--- config.mk ---
export PLATFORM = sky130hd
export DESIGN_NAME = bcl_boot_config_latch
export DESIGN_NICKNAME = d
export VERILOG_FILES = /design/src/hdl/bcl_pkg.sv /design/src/hdl/bcl_sync.sv /design/src/hdl/bcl_drift_mon.sv /design/src/hdl/bcl_boot_config_latch.sv
export SDC_FILE = /design/constraint.sdc
export NUM_CORES = 1
export LEC_CHECK = 0
export BUFFER_PORTS_ARGS = -buffer_cell sky130_fd_sc_hd__buf_2
export CAP_MARGIN = 20
export CORE_MARGIN = 1.5
export CORE_UTILIZATION = 50
export DETAILED_ROUTE_END_ITERATION = 16
export GPL_TIMING_DRIVEN = 1
export PLACE_DENSITY = 0.88
export SETUP_SLACK_MARGIN = 0.5
export SLEW_MARGIN = 20
export SYNTH_ARGS = -nofsm -noshare
export SYNTH_HDL_FRONTEND = slang
export SYNTH_SLANG_ARGS = --single-unit
--- constraint.sdc ---
create_clock -name ref_clk_i -period 2.7 [get_ports ref_clk_i]
set_input_delay 0.27 -clock ref_clk_i [delete_from_list [all_inputs] [get_ports ref_clk_i]]
set_output_delay 0.27 -clock ref_clk_i [all_outputs]
set_load 0.01 [all_outputs]
--- src/hdl/bcl_pkg.sv ---
// Constants and types shared by the boot strap capture block.
package bcl_pkg;

  // ****************************************************************
  // Register map
  // ****************************************************************
  localparam int BCL_ADDR_W = 8;
  localparam logic [7:0] BCL_OFS_CAPTURE = 8'h14;
  localparam logic [7:0] BCL_OFS_STATUS = 8'h18;
  localparam logic [7:0] BCL_OFS_CONTROL = 8'h1C;

  // ****************************************************************
  // Field positions of the capture register
  // ****************************************************************
  localparam int BCL_POS_RSV_HI = 21;
  localparam int BCL_POS_ENDIAN = 20;
  localparam int BCL_POS_FAST = 19;
  localparam int BCL_POS_PCI = 17;
  localparam int BCL_POS_WIDTH = 16;
  localparam int BCL_POS_PLL = 12;
  localparam int BCL_POS_PINOUT = 8;
  localparam int BCL_POS_BOOT = 0;
  localparam logic [10:0] BCL_RSV_HI_VAL = 11'h001;

  // ****************************************************************
  // Status and control fields
  // ****************************************************************
  localparam int BCL_STAT_DONE = 0;
  localparam int BCL_STAT_PCI_DRIFT = 1;
  localparam int BCL_STAT_ANY_DRIFT = 2;
  localparam int BCL_CTRL_MON_EN = 0;
  localparam logic [31:0] BCL_CONTROL_RST = 32'h0000_0001;
  localparam logic [31:0] BCL_CAPTURE_RST = 32'h0000_0000;

  // ****************************************************************
  // Timing
  // ****************************************************************
  localparam int BCL_CLK_PERIOD_PS = 10000;
  localparam int BCL_SETTLE_NS = 20;
  localparam int BCL_SETTLE_CYC =
    (BCL_SETTLE_NS * 1000 + BCL_CLK_PERIOD_PS - 1) / BCL_CLK_PERIOD_PS;
  localparam logic [3:0] BCL_SETTLE_LAST = 4'(BCL_SETTLE_CYC - 1);

  // ****************************************************************
  // Bus responses
  // ****************************************************************
  localparam logic [1:0] BCL_RESP_OKAY = 2'h0;
  localparam logic [1:0] BCL_RESP_DECERR = 2'h3;

  // ****************************************************************
  // Types
  // ****************************************************************
  localparam int BCL_STRAP_W = 14;

  typedef struct packed {
    logic little_endian_sel;
    logic fast_boot;
    logic pci_enable_default;
    logic chip_select_two_wide;
    logic [2:0] pll_mult_select;
    logic [2:0] pinout_mode_default;
    logic [3:0] boot_mode;
  } bcl_strap_t;

  typedef enum logic [2:0] {
    BCL_ST_HOLD = 3'b001,
    BCL_ST_SETTLE = 3'b010,
    BCL_ST_LOCKED = 3'b100
  } bcl_state_t;

  typedef enum logic [1:0] {
    BCL_SEL_NONE,
    BCL_SEL_CAPTURE,
    BCL_SEL_STATUS,
    BCL_SEL_CONTROL
  } bcl_sel_t;

endpackage : bcl_pkg

--- src/hdl/bcl_sync.sv ---
// Two-stage synchroniser for the strap pin bundle.
`timescale 1ns/100ps
`default_nettype none
module bcl_sync #(
  parameter int WIDTH = 14
) (
  input wire logic ref_clk_i,           // System clock.
  input wire logic [WIDTH-1:0] async_i, // Pin levels.
  output logic [WIDTH-1:0] sync_o       // Levels in the clock domain.
);

  logic [WIDTH-1:0] meta_q;
  logic [WIDTH-1:0] sync_q;

  // The stages carry data only, so they run through reset and hold
  // valid pin levels at the moment reset is released.
  always_ff @(posedge ref_clk_i) begin
    meta_q <= async_i;
    sync_q <= meta_q;
  end

  assign sync_o = sync_q;

endmodule : bcl_sync
`default_nettype wire

--- src/hdl/bcl_drift_mon.sv ---
// Sticky monitor that flags a pin moving away from its captured level.
`timescale 1ns/100ps
`default_nettype none
module bcl_drift_mon #(
  parameter int WIDTH = 1
) (
  input wire logic ref_clk_i,           // System clock.
  input wire logic reset_i,             // Synchronous reset.
  input wire logic enable_i,            // Monitor armed.
  input wire logic [WIDTH-1:0] live_i,  // Synchronised pin levels.
  input wire logic [WIDTH-1:0] held_i,  // Captured levels.
  input wire logic clear_i,             // Clear pulse from software.
  output logic flag_o                   // Sticky drift flag.
);

  logic flag_q;
  logic set_w;

  assign set_w = enable_i && (live_i != held_i);

  // A new mismatch in the clearing cycle keeps the flag set.
  always_ff @(posedge ref_clk_i) begin
    if (reset_i) begin
      flag_q <= 1'b0;
    end else if (set_w) begin
      flag_q <= 1'b1;
    end else if (clear_i) begin
      flag_q <= 1'b0;
    end
  end

  assign flag_o = flag_q;

endmodule : bcl_drift_mon
`default_nettype wire

--- src/hdl/bcl_boot_config_latch.sv ---
// Boot strap capture register with its AXI4-Lite slave.
// Contract
// (RULE1) Bit 19 holds the fast boot flag.
// (RULE2) Fast boot flag comes from its captured pin.
// (RULE3) Reserved bits ignore writes, nothing changes.
// (RULE4) Bit 17 holds PCI enable default.
// (RULE5) PCI default drives pin pulls, not PCI.
// (RULE6) Board holds PCI enable pin constant always; the bench board model holds it only outside reset.
// (RULE7) Bit 16 selects chip select two width.
// (RULE8) Width bit loads async width field default.
// (RULE9) Bits 14:12 multiplier, applied only in fast boot.
// (RULE10) Bits 10:8 pinout mode, sets pin select default.
// (RULE11) Bits 3:0 hold the boot mode select.
// (RULE12) Fields read-only, captured at reset release.
// (RULE13) Bit 20 holds the little endian selection.
// (RULE14) Captured values stay until the next reset.
//
// The AXI4-Lite slave port and the register offsets were decided locally.
`timescale 1ns/100ps
`default_nettype none
module bcl_boot_config_latch (
  input wire logic ref_clk_i,                  // System clock.
  input wire logic reset_i,                    // Synchronous reset.
  input wire bcl_pkg::bcl_strap_t strap_pins_i, // Strap pin levels.
  // AXI4-Lite write address channel.
  input wire logic [bcl_pkg::BCL_ADDR_W-1:0] s_axil_awaddr_i, // Address.
  input wire logic [2:0] s_axil_awprot_i,      // Protection, unused.
  input wire logic s_axil_awvalid_i,           // Address valid.
  output logic s_axil_awready_o,               // Address ready.
  // AXI4-Lite write data channel.
  input wire logic [31:0] s_axil_wdata_i,      // Write data.
  input wire logic [3:0] s_axil_wstrb_i,       // Byte strobes.
  input wire logic s_axil_wvalid_i,            // Data valid.
  output logic s_axil_wready_o,                // Data ready.
  // AXI4-Lite write response channel.
  output logic [1:0] s_axil_bresp_o,           // Write response.
  output logic s_axil_bvalid_o,                // Response valid.
  input wire logic s_axil_bready_i,            // Response ready.
  // AXI4-Lite read address channel.
  input wire logic [bcl_pkg::BCL_ADDR_W-1:0] s_axil_araddr_i, // Address.
  input wire logic [2:0] s_axil_arprot_i,      // Protection, unused.
  input wire logic s_axil_arvalid_i,           // Address valid.
  output logic s_axil_arready_o,               // Address ready.
  // AXI4-Lite read data channel.
  output logic [31:0] s_axil_rdata_o,          // Read data.
  output logic [1:0] s_axil_rresp_o,           // Read response.
  output logic s_axil_rvalid_o,                // Read valid.
  input wire logic s_axil_rready_i,            // Read ready.
  // Captured defaults and status flags towards the rest of the device.
  output logic little_endian_sel_o,            // 1 little, 0 big endian.
  output logic fast_boot_o,                    // Fast boot flag.
  output logic pci_enable_default_o,           // Default of pci_pin_enable.
  output logic pci_pull_enable_o,              // PCI pin pull resistors on.
  output logic async_width_field_o,            // 1 16-bit, 0 8-bit.
  output logic [2:0] pll_mult_select_o,        // Captured multiplier.
  output logic pll_mult_apply_o,               // Multiplier in force.
  output logic [2:0] pinout_mode_default_o,    // Default async pinout.
  output logic [3:0] boot_mode_o,              // Boot mode select.
  output logic capture_done_o,                 // Capture has completed.
  output logic pci_drift_o                     // PCI enable pin moved.
);

  import bcl_pkg::*;

  // ****************************************************************
  // Functions
  // ****************************************************************
  // Maps a word address onto the register it selects.
  function automatic bcl_sel_t bcl_decode(
    input logic [BCL_ADDR_W-1:0] addr
  );
    logic [7:0] word;
    word = {addr[7:2], 2'b00};
    if (word == BCL_OFS_CAPTURE) begin
      bcl_decode = BCL_SEL_CAPTURE;
    end else if (word == BCL_OFS_STATUS) begin
      bcl_decode = BCL_SEL_STATUS;
    end else if (word == BCL_OFS_CONTROL) begin
      bcl_decode = BCL_SEL_CONTROL;
    end else begin
      bcl_decode = BCL_SEL_NONE;
    end
  endfunction : bcl_decode
  // Places the captured fields at their bit positions.
  function automatic logic [31:0] bcl_pack(input bcl_strap_t s);
    logic [31:0] w;
    w = 32'h0000_0000;
    w[31:BCL_POS_RSV_HI] = BCL_RSV_HI_VAL;
    w[BCL_POS_ENDIAN] = s.little_endian_sel;                 // RULE13
    w[BCL_POS_FAST] = s.fast_boot;                           // RULE1
    w[BCL_POS_PCI] = s.pci_enable_default;                   // RULE4
    w[BCL_POS_WIDTH] = s.chip_select_two_wide;               // RULE7
    w[BCL_POS_PLL+2:BCL_POS_PLL] = s.pll_mult_select;        // RULE9
    w[BCL_POS_PINOUT+2:BCL_POS_PINOUT] = s.pinout_mode_default; // RULE10
    w[BCL_POS_BOOT+3:BCL_POS_BOOT] = s.boot_mode;            // RULE11
    bcl_pack = w;
  endfunction : bcl_pack
  // ****************************************************************
  // Declarations
  // ****************************************************************
  logic [BCL_STRAP_W-1:0] pins_sync_w;
  bcl_strap_t pins_live_w;
  bcl_strap_t capture_q;
  bcl_state_t state_q;
  logic [3:0] settle_cnt_q;
  logic capture_w;
  logic pll_apply_q;
  logic [31:0] control_q;
  logic pci_drift_w;
  logic any_drift_w;
  logic monitor_en_w;
  logic clr_pci_drift_w;
  logic clr_any_drift_w;
  logic awready_q;
  logic aw_full_q;
  logic [BCL_ADDR_W-1:0] awaddr_q;
  logic wready_q;
  logic w_full_q;
  logic [31:0] wdata_q;
  logic [3:0] wstrb_q;
  logic bvalid_q;
  logic [1:0] bresp_q;
  logic do_write_w;
  bcl_sel_t wsel_w;
  logic arready_q;
  logic rvalid_q;
  logic [31:0] rdata_q;
  logic [1:0] rresp_q;
  logic ar_take_w;
  bcl_sel_t rsel_w;
  logic [31:0] status_w;

  // ****************************************************************
  // Strap pin synchroniser
  // ****************************************************************
  bcl_sync #(
    .WIDTH(BCL_STRAP_W)
  ) u_sync (
    .ref_clk_i(ref_clk_i),
    .async_i(strap_pins_i),
    .sync_o(pins_sync_w)
  );
  assign pins_live_w = bcl_strap_t'(pins_sync_w);

  // ****************************************************************
  // Capture sequence
  // ****************************************************************
  // The pins are taken once, a short settle after reset release, and
  // the sequence then rests in the locked state until the next reset.
  always_ff @(posedge ref_clk_i) begin
    if (reset_i) begin
      state_q <= BCL_ST_HOLD;
    end else begin
      case (state_q)
        BCL_ST_HOLD: begin
          state_q <= BCL_ST_SETTLE;
        end
        BCL_ST_SETTLE: begin
          if (settle_cnt_q == BCL_SETTLE_LAST) begin
            state_q <= BCL_ST_LOCKED;
          end
        end
        BCL_ST_LOCKED: begin
          state_q <= BCL_ST_LOCKED;                          // RULE14
        end
        default: begin
          state_q <= BCL_ST_HOLD;
        end
      endcase
    end
  end

  always_ff @(posedge ref_clk_i) begin
    if (reset_i) begin
      settle_cnt_q <= 4'h0;
    end else if (state_q == BCL_ST_SETTLE) begin
      settle_cnt_q <= settle_cnt_q + 4'h1;
    end else begin
      settle_cnt_q <= 4'h0;
    end
  end
  assign capture_w = (state_q == BCL_ST_SETTLE) &&
                     (settle_cnt_q == BCL_SETTLE_LAST);
  // Only the capture strobe loads these fields; no bus write reaches
  // them and later pin movement is not followed.
  always_ff @(posedge ref_clk_i) begin
    if (reset_i) begin
      capture_q <= bcl_strap_t'(BCL_CAPTURE_RST[BCL_STRAP_W-1:0]);
    end else if (capture_w) begin
      capture_q <= pins_live_w;                  // RULE2 RULE12 RULE14
    end
  end
  // The multiplier select is in force only under fast boot.
  always_ff @(posedge ref_clk_i) begin
    if (reset_i) begin
      pll_apply_q <= 1'b0;
    end else if (capture_w) begin
      pll_apply_q <= pins_live_w.fast_boot;                  // RULE9
    end
  end

  // ****************************************************************
  // Pin drift monitors
  // ****************************************************************
  assign monitor_en_w = (state_q == BCL_ST_LOCKED) &&
                        control_q[BCL_CTRL_MON_EN];
  // The PCI enable pin must not move while the device runs.
  bcl_drift_mon #(
    .WIDTH(1)
  ) u_pci_mon (
    .ref_clk_i(ref_clk_i),
    .reset_i(reset_i),
    .enable_i(monitor_en_w),
    .live_i(pins_live_w.pci_enable_default),                 // RULE6
    .held_i(capture_q.pci_enable_default),
    .clear_i(clr_pci_drift_w),
    .flag_o(pci_drift_w)
  );

  bcl_drift_mon #(
    .WIDTH(BCL_STRAP_W)
  ) u_any_mon (
    .ref_clk_i(ref_clk_i),
    .reset_i(reset_i),
    .enable_i(monitor_en_w),
    .live_i(pins_live_w),
    .held_i(capture_q),
    .clear_i(clr_any_drift_w),
    .flag_o(any_drift_w)
  );

  // ****************************************************************
  // AXI4-Lite write path
  // ****************************************************************
  assign do_write_w = aw_full_q && w_full_q && !bvalid_q;
  assign wsel_w = bcl_decode(awaddr_q);
  always_ff @(posedge ref_clk_i) begin
    if (reset_i) begin
      awready_q <= 1'b0;
      aw_full_q <= 1'b0;
      awaddr_q <= '0;
    end else if (s_axil_awvalid_i && awready_q) begin
      awready_q <= 1'b0;
      aw_full_q <= 1'b1;
      awaddr_q <= s_axil_awaddr_i;
    end else if (do_write_w) begin
      aw_full_q <= 1'b0;
    end else if (!aw_full_q && !bvalid_q) begin
      awready_q <= 1'b1;
    end
  end

  always_ff @(posedge ref_clk_i) begin
    if (reset_i) begin
      wready_q <= 1'b0;
      w_full_q <= 1'b0;
      wdata_q <= 32'h0000_0000;
      wstrb_q <= 4'h0;
    end else if (s_axil_wvalid_i && wready_q) begin
      wready_q <= 1'b0;
      w_full_q <= 1'b1;
      wdata_q <= s_axil_wdata_i;
      wstrb_q <= s_axil_wstrb_i;
    end else if (do_write_w) begin
      w_full_q <= 1'b0;
    end else if (!w_full_q && !bvalid_q) begin
      wready_q <= 1'b1;
    end
  end

  // The capture register answers OKAY to a write but keeps its value.
  always_ff @(posedge ref_clk_i) begin
    if (reset_i) begin
      bvalid_q <= 1'b0;
      bresp_q <= BCL_RESP_OKAY;
    end else if (do_write_w) begin
      bvalid_q <= 1'b1;
      if (wsel_w == BCL_SEL_NONE) begin
        bresp_q <= BCL_RESP_DECERR;
      end else begin
        bresp_q <= BCL_RESP_OKAY;                            // RULE3
      end
    end else if (bvalid_q && s_axil_bready_i) begin
      bvalid_q <= 1'b0;
    end
  end

  always_ff @(posedge ref_clk_i) begin
    if (reset_i) begin
      control_q <= BCL_CONTROL_RST;
    end else if (do_write_w && (wsel_w == BCL_SEL_CONTROL) &&
                 wstrb_q[0]) begin
      control_q[BCL_CTRL_MON_EN] <= wdata_q[BCL_CTRL_MON_EN];
    end
  end
  // Status drift flags clear by writing one to them.
  assign clr_pci_drift_w = do_write_w && (wsel_w == BCL_SEL_STATUS) &&
                           wstrb_q[0] && wdata_q[BCL_STAT_PCI_DRIFT];
  assign clr_any_drift_w = do_write_w && (wsel_w == BCL_SEL_STATUS) &&
                           wstrb_q[0] && wdata_q[BCL_STAT_ANY_DRIFT];
  // ****************************************************************
  // AXI4-Lite read path
  // ****************************************************************
  assign ar_take_w = s_axil_arvalid_i && arready_q;
  assign rsel_w = bcl_decode(s_axil_araddr_i);
  always_comb begin
    status_w = 32'h0000_0000;
    status_w[BCL_STAT_DONE] = (state_q == BCL_ST_LOCKED);
    status_w[BCL_STAT_PCI_DRIFT] = pci_drift_w;
    status_w[BCL_STAT_ANY_DRIFT] = any_drift_w;
  end
  always_ff @(posedge ref_clk_i) begin
    if (reset_i) begin
      arready_q <= 1'b0;
    end else if (ar_take_w) begin
      arready_q <= 1'b0;
    end else if (!rvalid_q) begin
      arready_q <= 1'b1;
    end
  end
  always_ff @(posedge ref_clk_i) begin
    if (reset_i) begin
      rvalid_q <= 1'b0;
      rdata_q <= 32'h0000_0000;
      rresp_q <= BCL_RESP_OKAY;
    end else if (ar_take_w) begin
      rvalid_q <= 1'b1;
      rresp_q <= BCL_RESP_OKAY;
      if (rsel_w == BCL_SEL_CAPTURE) begin
        rdata_q <= bcl_pack(capture_q);                      // RULE12
      end else if (rsel_w == BCL_SEL_STATUS) begin
        rdata_q <= status_w;
      end else if (rsel_w == BCL_SEL_CONTROL) begin
        rdata_q <= control_q;
      end else begin
        rdata_q <= 32'h0000_0000;
        rresp_q <= BCL_RESP_DECERR;
      end
    end else if (rvalid_q && s_axil_rready_i) begin
      rvalid_q <= 1'b0;
    end
  end

  // ****************************************************************
  // Outputs
  // ****************************************************************
  assign s_axil_awready_o = awready_q;
  assign s_axil_wready_o = wready_q;
  assign s_axil_bvalid_o = bvalid_q;
  assign s_axil_bresp_o = bresp_q;
  assign s_axil_arready_o = arready_q;
  assign s_axil_rvalid_o = rvalid_q;
  assign s_axil_rdata_o = rdata_q;
  assign s_axil_rresp_o = rresp_q;
  assign little_endian_sel_o = capture_q.little_endian_sel;    // RULE13
  assign fast_boot_o = capture_q.fast_boot;                    // RULE1
  assign pci_enable_default_o = capture_q.pci_enable_default;  // RULE4
  // The pulls follow the default; no PCI controller state is touched.
  assign pci_pull_enable_o = capture_q.pci_enable_default;     // RULE5
  // Only the async width default; pin selection is left alone.
  assign async_width_field_o = capture_q.chip_select_two_wide; // RULE8
  assign pll_mult_select_o = capture_q.pll_mult_select;        // RULE9
  assign pll_mult_apply_o = pll_apply_q;                       // RULE9
  // Only the pin select default; async interface setup is left alone.
  assign pinout_mode_default_o = capture_q.pinout_mode_default; // RULE10
  assign boot_mode_o = capture_q.boot_mode;                    // RULE11
  assign capture_done_o = state_q[2];
  assign pci_drift_o = pci_drift_w;

endmodule : bcl_boot_config_latch
`default_nettype wire

==> reports/metrics.yaml <==
critical_path.slowest_cell: "or3_2"
cellInternalPower_w: 0.00175
met1_length_mm: 2.63
cts.sinks: 86
ys_types: 41
yosys_warnings: 0
place_congestion: 0.753
relSlewSlack: 0.561
ys.flop_type: "dfxtp_1"
fin_crit_sh: 0.769
antenna_cells: 0
drive_above_1_share: 0.256
fmax_mhz: 482
synth_area_per_cell_um2: 10.1
die_x_um: 81.5
cts_buffer_depth: 2
ant_nets: 0
io_buffers: 78
cts_made_buffers: 9
power_frac_seq: 0.567
core_area_um2: 5920
cp_max_fo: 14
htree_levels: 3
via_per_inst: 5.05
p_leak_nw: 1.70
antenna_found_initial: 0
ys_seq_area_frac: 0.559
synth_common_cells: "dfxtp_1, nor2_1, buf_4"
grt_overflow: 0
synth.area.top_cells: "dfxtp_1, buf_4, nor2_1"
start_util: 0.520
pin_count: 138
fin_setup_tns_ns: 0
max-cap-violations: 0
wirelength_mm: 6.39
wl_per_cell_um: 13.5
die_h_um: 81.5
ir_drop_mv: 0.669
tritoncts: "done"
area_growth_pct: 21.6
highest_layer: "met4"
post-synth-top-count-cell: "dfxtp_1"
grt_first_pass_wirelength_mm: 9.58
critical_path.startpoint_type: "register"
fin_ws_ns: 0.625
place_hpwl_mm: 4.30
finalMaxSlewViolations: 0
min_period_ns: 2.08
fp-row-count: 28
drt_pass1_iterations: 6
synth_top_area_frac: 0.559
cts_root_buf: "clkbuf_8"
cp_cell_sequence: "ha_1 > or3b_1 > or3_2 > mux2i_1 > nor2_1"
hold_path_class: "in2reg"
dp_slack_ns: 0.570
worstPathArrival_ns: 2.31
vias: 2388
yosys.area.top_type: "dfxtp_1"
die-area_um2: 6640
ys_async_sr_fraction: 0
switchingPower_w: 0.000628
wl_met2_mm: 3.33
synth_cells: 306
max_stage_delay_ns: 0.71
grt_pass1_vias: 2051
critPathCaptureType: "register"
grt_max_degree: 35
clkPwrFrac: 0.367
met3_length_um: 334
rsz0062_at_grt: "false"
tightest_slew_ns: 0.657
synth_edf_count: 0
nets: 474
crit_required_ns: 2.93
fill_cells: 487
grt_usage: 0.196
syn_area_um2: 3080
finalHoldViolations: 0
ys_seq_elements: 86
p_comb_frac: 0.067
outcome: "complete, no violations"
postCtsSetupBuffers: 0
skew_ns: 0.0180
power.density_nw_per_um2: 635
drt_drc_violations_left: 0
drt_first_iter_violations: 158
r2r_setup_slack_ns: 0.62
clk_pin_slew_ns: 0.10
p_sw_frac: 0.264
clk_latency_ns: 0.36
setup_viol: 0
path_class: "reg2reg"
[cell families after synthesis]
logic type | Yosys count | synth area share
XOR/XNOR | 16 | 0.0455
multiplexers | 15 | 0.0491
AND/OR/NAND/NOR | 98 | 0.156
buffers and inverters | 39 | 0.0812
other | 1 | 0.00122
flip-flops | 86 | 0.559
AO/OA/AOI/OAI | 49 | 0.100
adder cells (fa/ha/maj) | 2 | 0.00812
[stage by stage]
stage	util	power [W]	hold WS (ns)	std cells	cell area, um^2
detailed placement	0.578	0.00152	0.312	444	3420
global placement	0.578	0.00151	0.311	444	3420
floorplan	-	0.00148	0.298	322	3140
CTS	0.626	0.00239	0.0000692	469	3710
global route	0.633	0.00249	0.00275	473	3750
finish	0.633	0.00238	0.0174	473	3750
[critical path: cells and delay by family, from the launching register on]
family	cells	cell delay [ns]
adder cells (fa/ha/maj)	1	0.16
flip-flops	1	0.39
multiplexers	1	0.25
AND/OR/NAND/NOR	3	1.15
[flip-flops by register name, indices dropped and copies added, names as in the netlist, 3 cells and up]
| signal | cells |
|---|---|
| settle_cnt_q | 4 |
| wdata_q | 3 |
| pinout_mode_default_o | 3 |
| s_axil_rdata_o | 15 |
| u_sync.sync_o | 14 |
| u_sync.meta_q | 14 |
| awaddr_q | 6 |
| pll_mult_select_o | 3 |
| state_q | 3 |
| boot_mode_o | 4 |
[routing by layer]
layer	global-route usage	up-vias
li1	-	1175
met5	0	-
met2	0.335	67
met3	0.0689	9
met1	0.227	1137
met4	0.0672	0
[cell usage in the layout, fill, tap and decap left out, types with 2 or more instances in the layout]
cell type      instances
a211oi_1               3
a21oi_1               20
a22o_1                 3
a22oi_1               14
buf_2                 78
buf_4                  2
clkbuf_8               9
clkinv_4               2
conb_1                17
dfxtp_1               86
dlygate4sd3_1         13
ha_1                   2
inv_1                  6
inv_6                  2
inv_8                  2
mux2i_1               14
nand2_1               15
nand2b_1               8
nand3_1               12
nand3b_1               3
nand4_1                4
nor2_1                38
nor2b_1                2
nor3_1                 3
o21ai_0                5
or2_2                  2
xnor2_1               15
[area by class of cell]
cell class	count	area, um^2	share of cell area
Inverter	6	22.5	0.00601
Clock inverter	7	73.8	0.0197
Multi-Input combinational cell	197	1180	0.314
Sequential cell	86	1720	0.459
Tap cell	75	93.8	0.0250
Clock buffer	9	124	0.0330
Timing Repair Buffer	93	536	0.143
[final timing paths]
path / startpoint / end / cells past startpoint
max reg2reg: settle_cnt_q[0] / pci_enable_default_o / 5
min reg2reg: u_sync.meta_q[1] / u_sync.sync_o[1] / 0
max: settle_cnt_q[0] / pci_enable_default_o / 5
min: strap_pins_i[2] / u_sync.meta_q[2] / 1
[power groups by stage]
stage               Clock, W  Combinational, W  Sequential (W)
detailed placement         0          0.000142         0.00138
global placement           0          0.000138         0.00137
global route        0.000958          0.000177         0.00136
floorplan                  0          0.000111         0.00137
finish              0.000873          0.000158         0.00135
CTS                 0.000890          0.000153         0.00135
[repair_timing]
action | 4_1_cts | 5_1_grt
hold endpoints to repair | 9 | 4
endpoints found under the setup margin | 0 | 3
resized for setup | 0 | 1
hold buffers | 9 | 4
(Power assumes the default switching activity.)
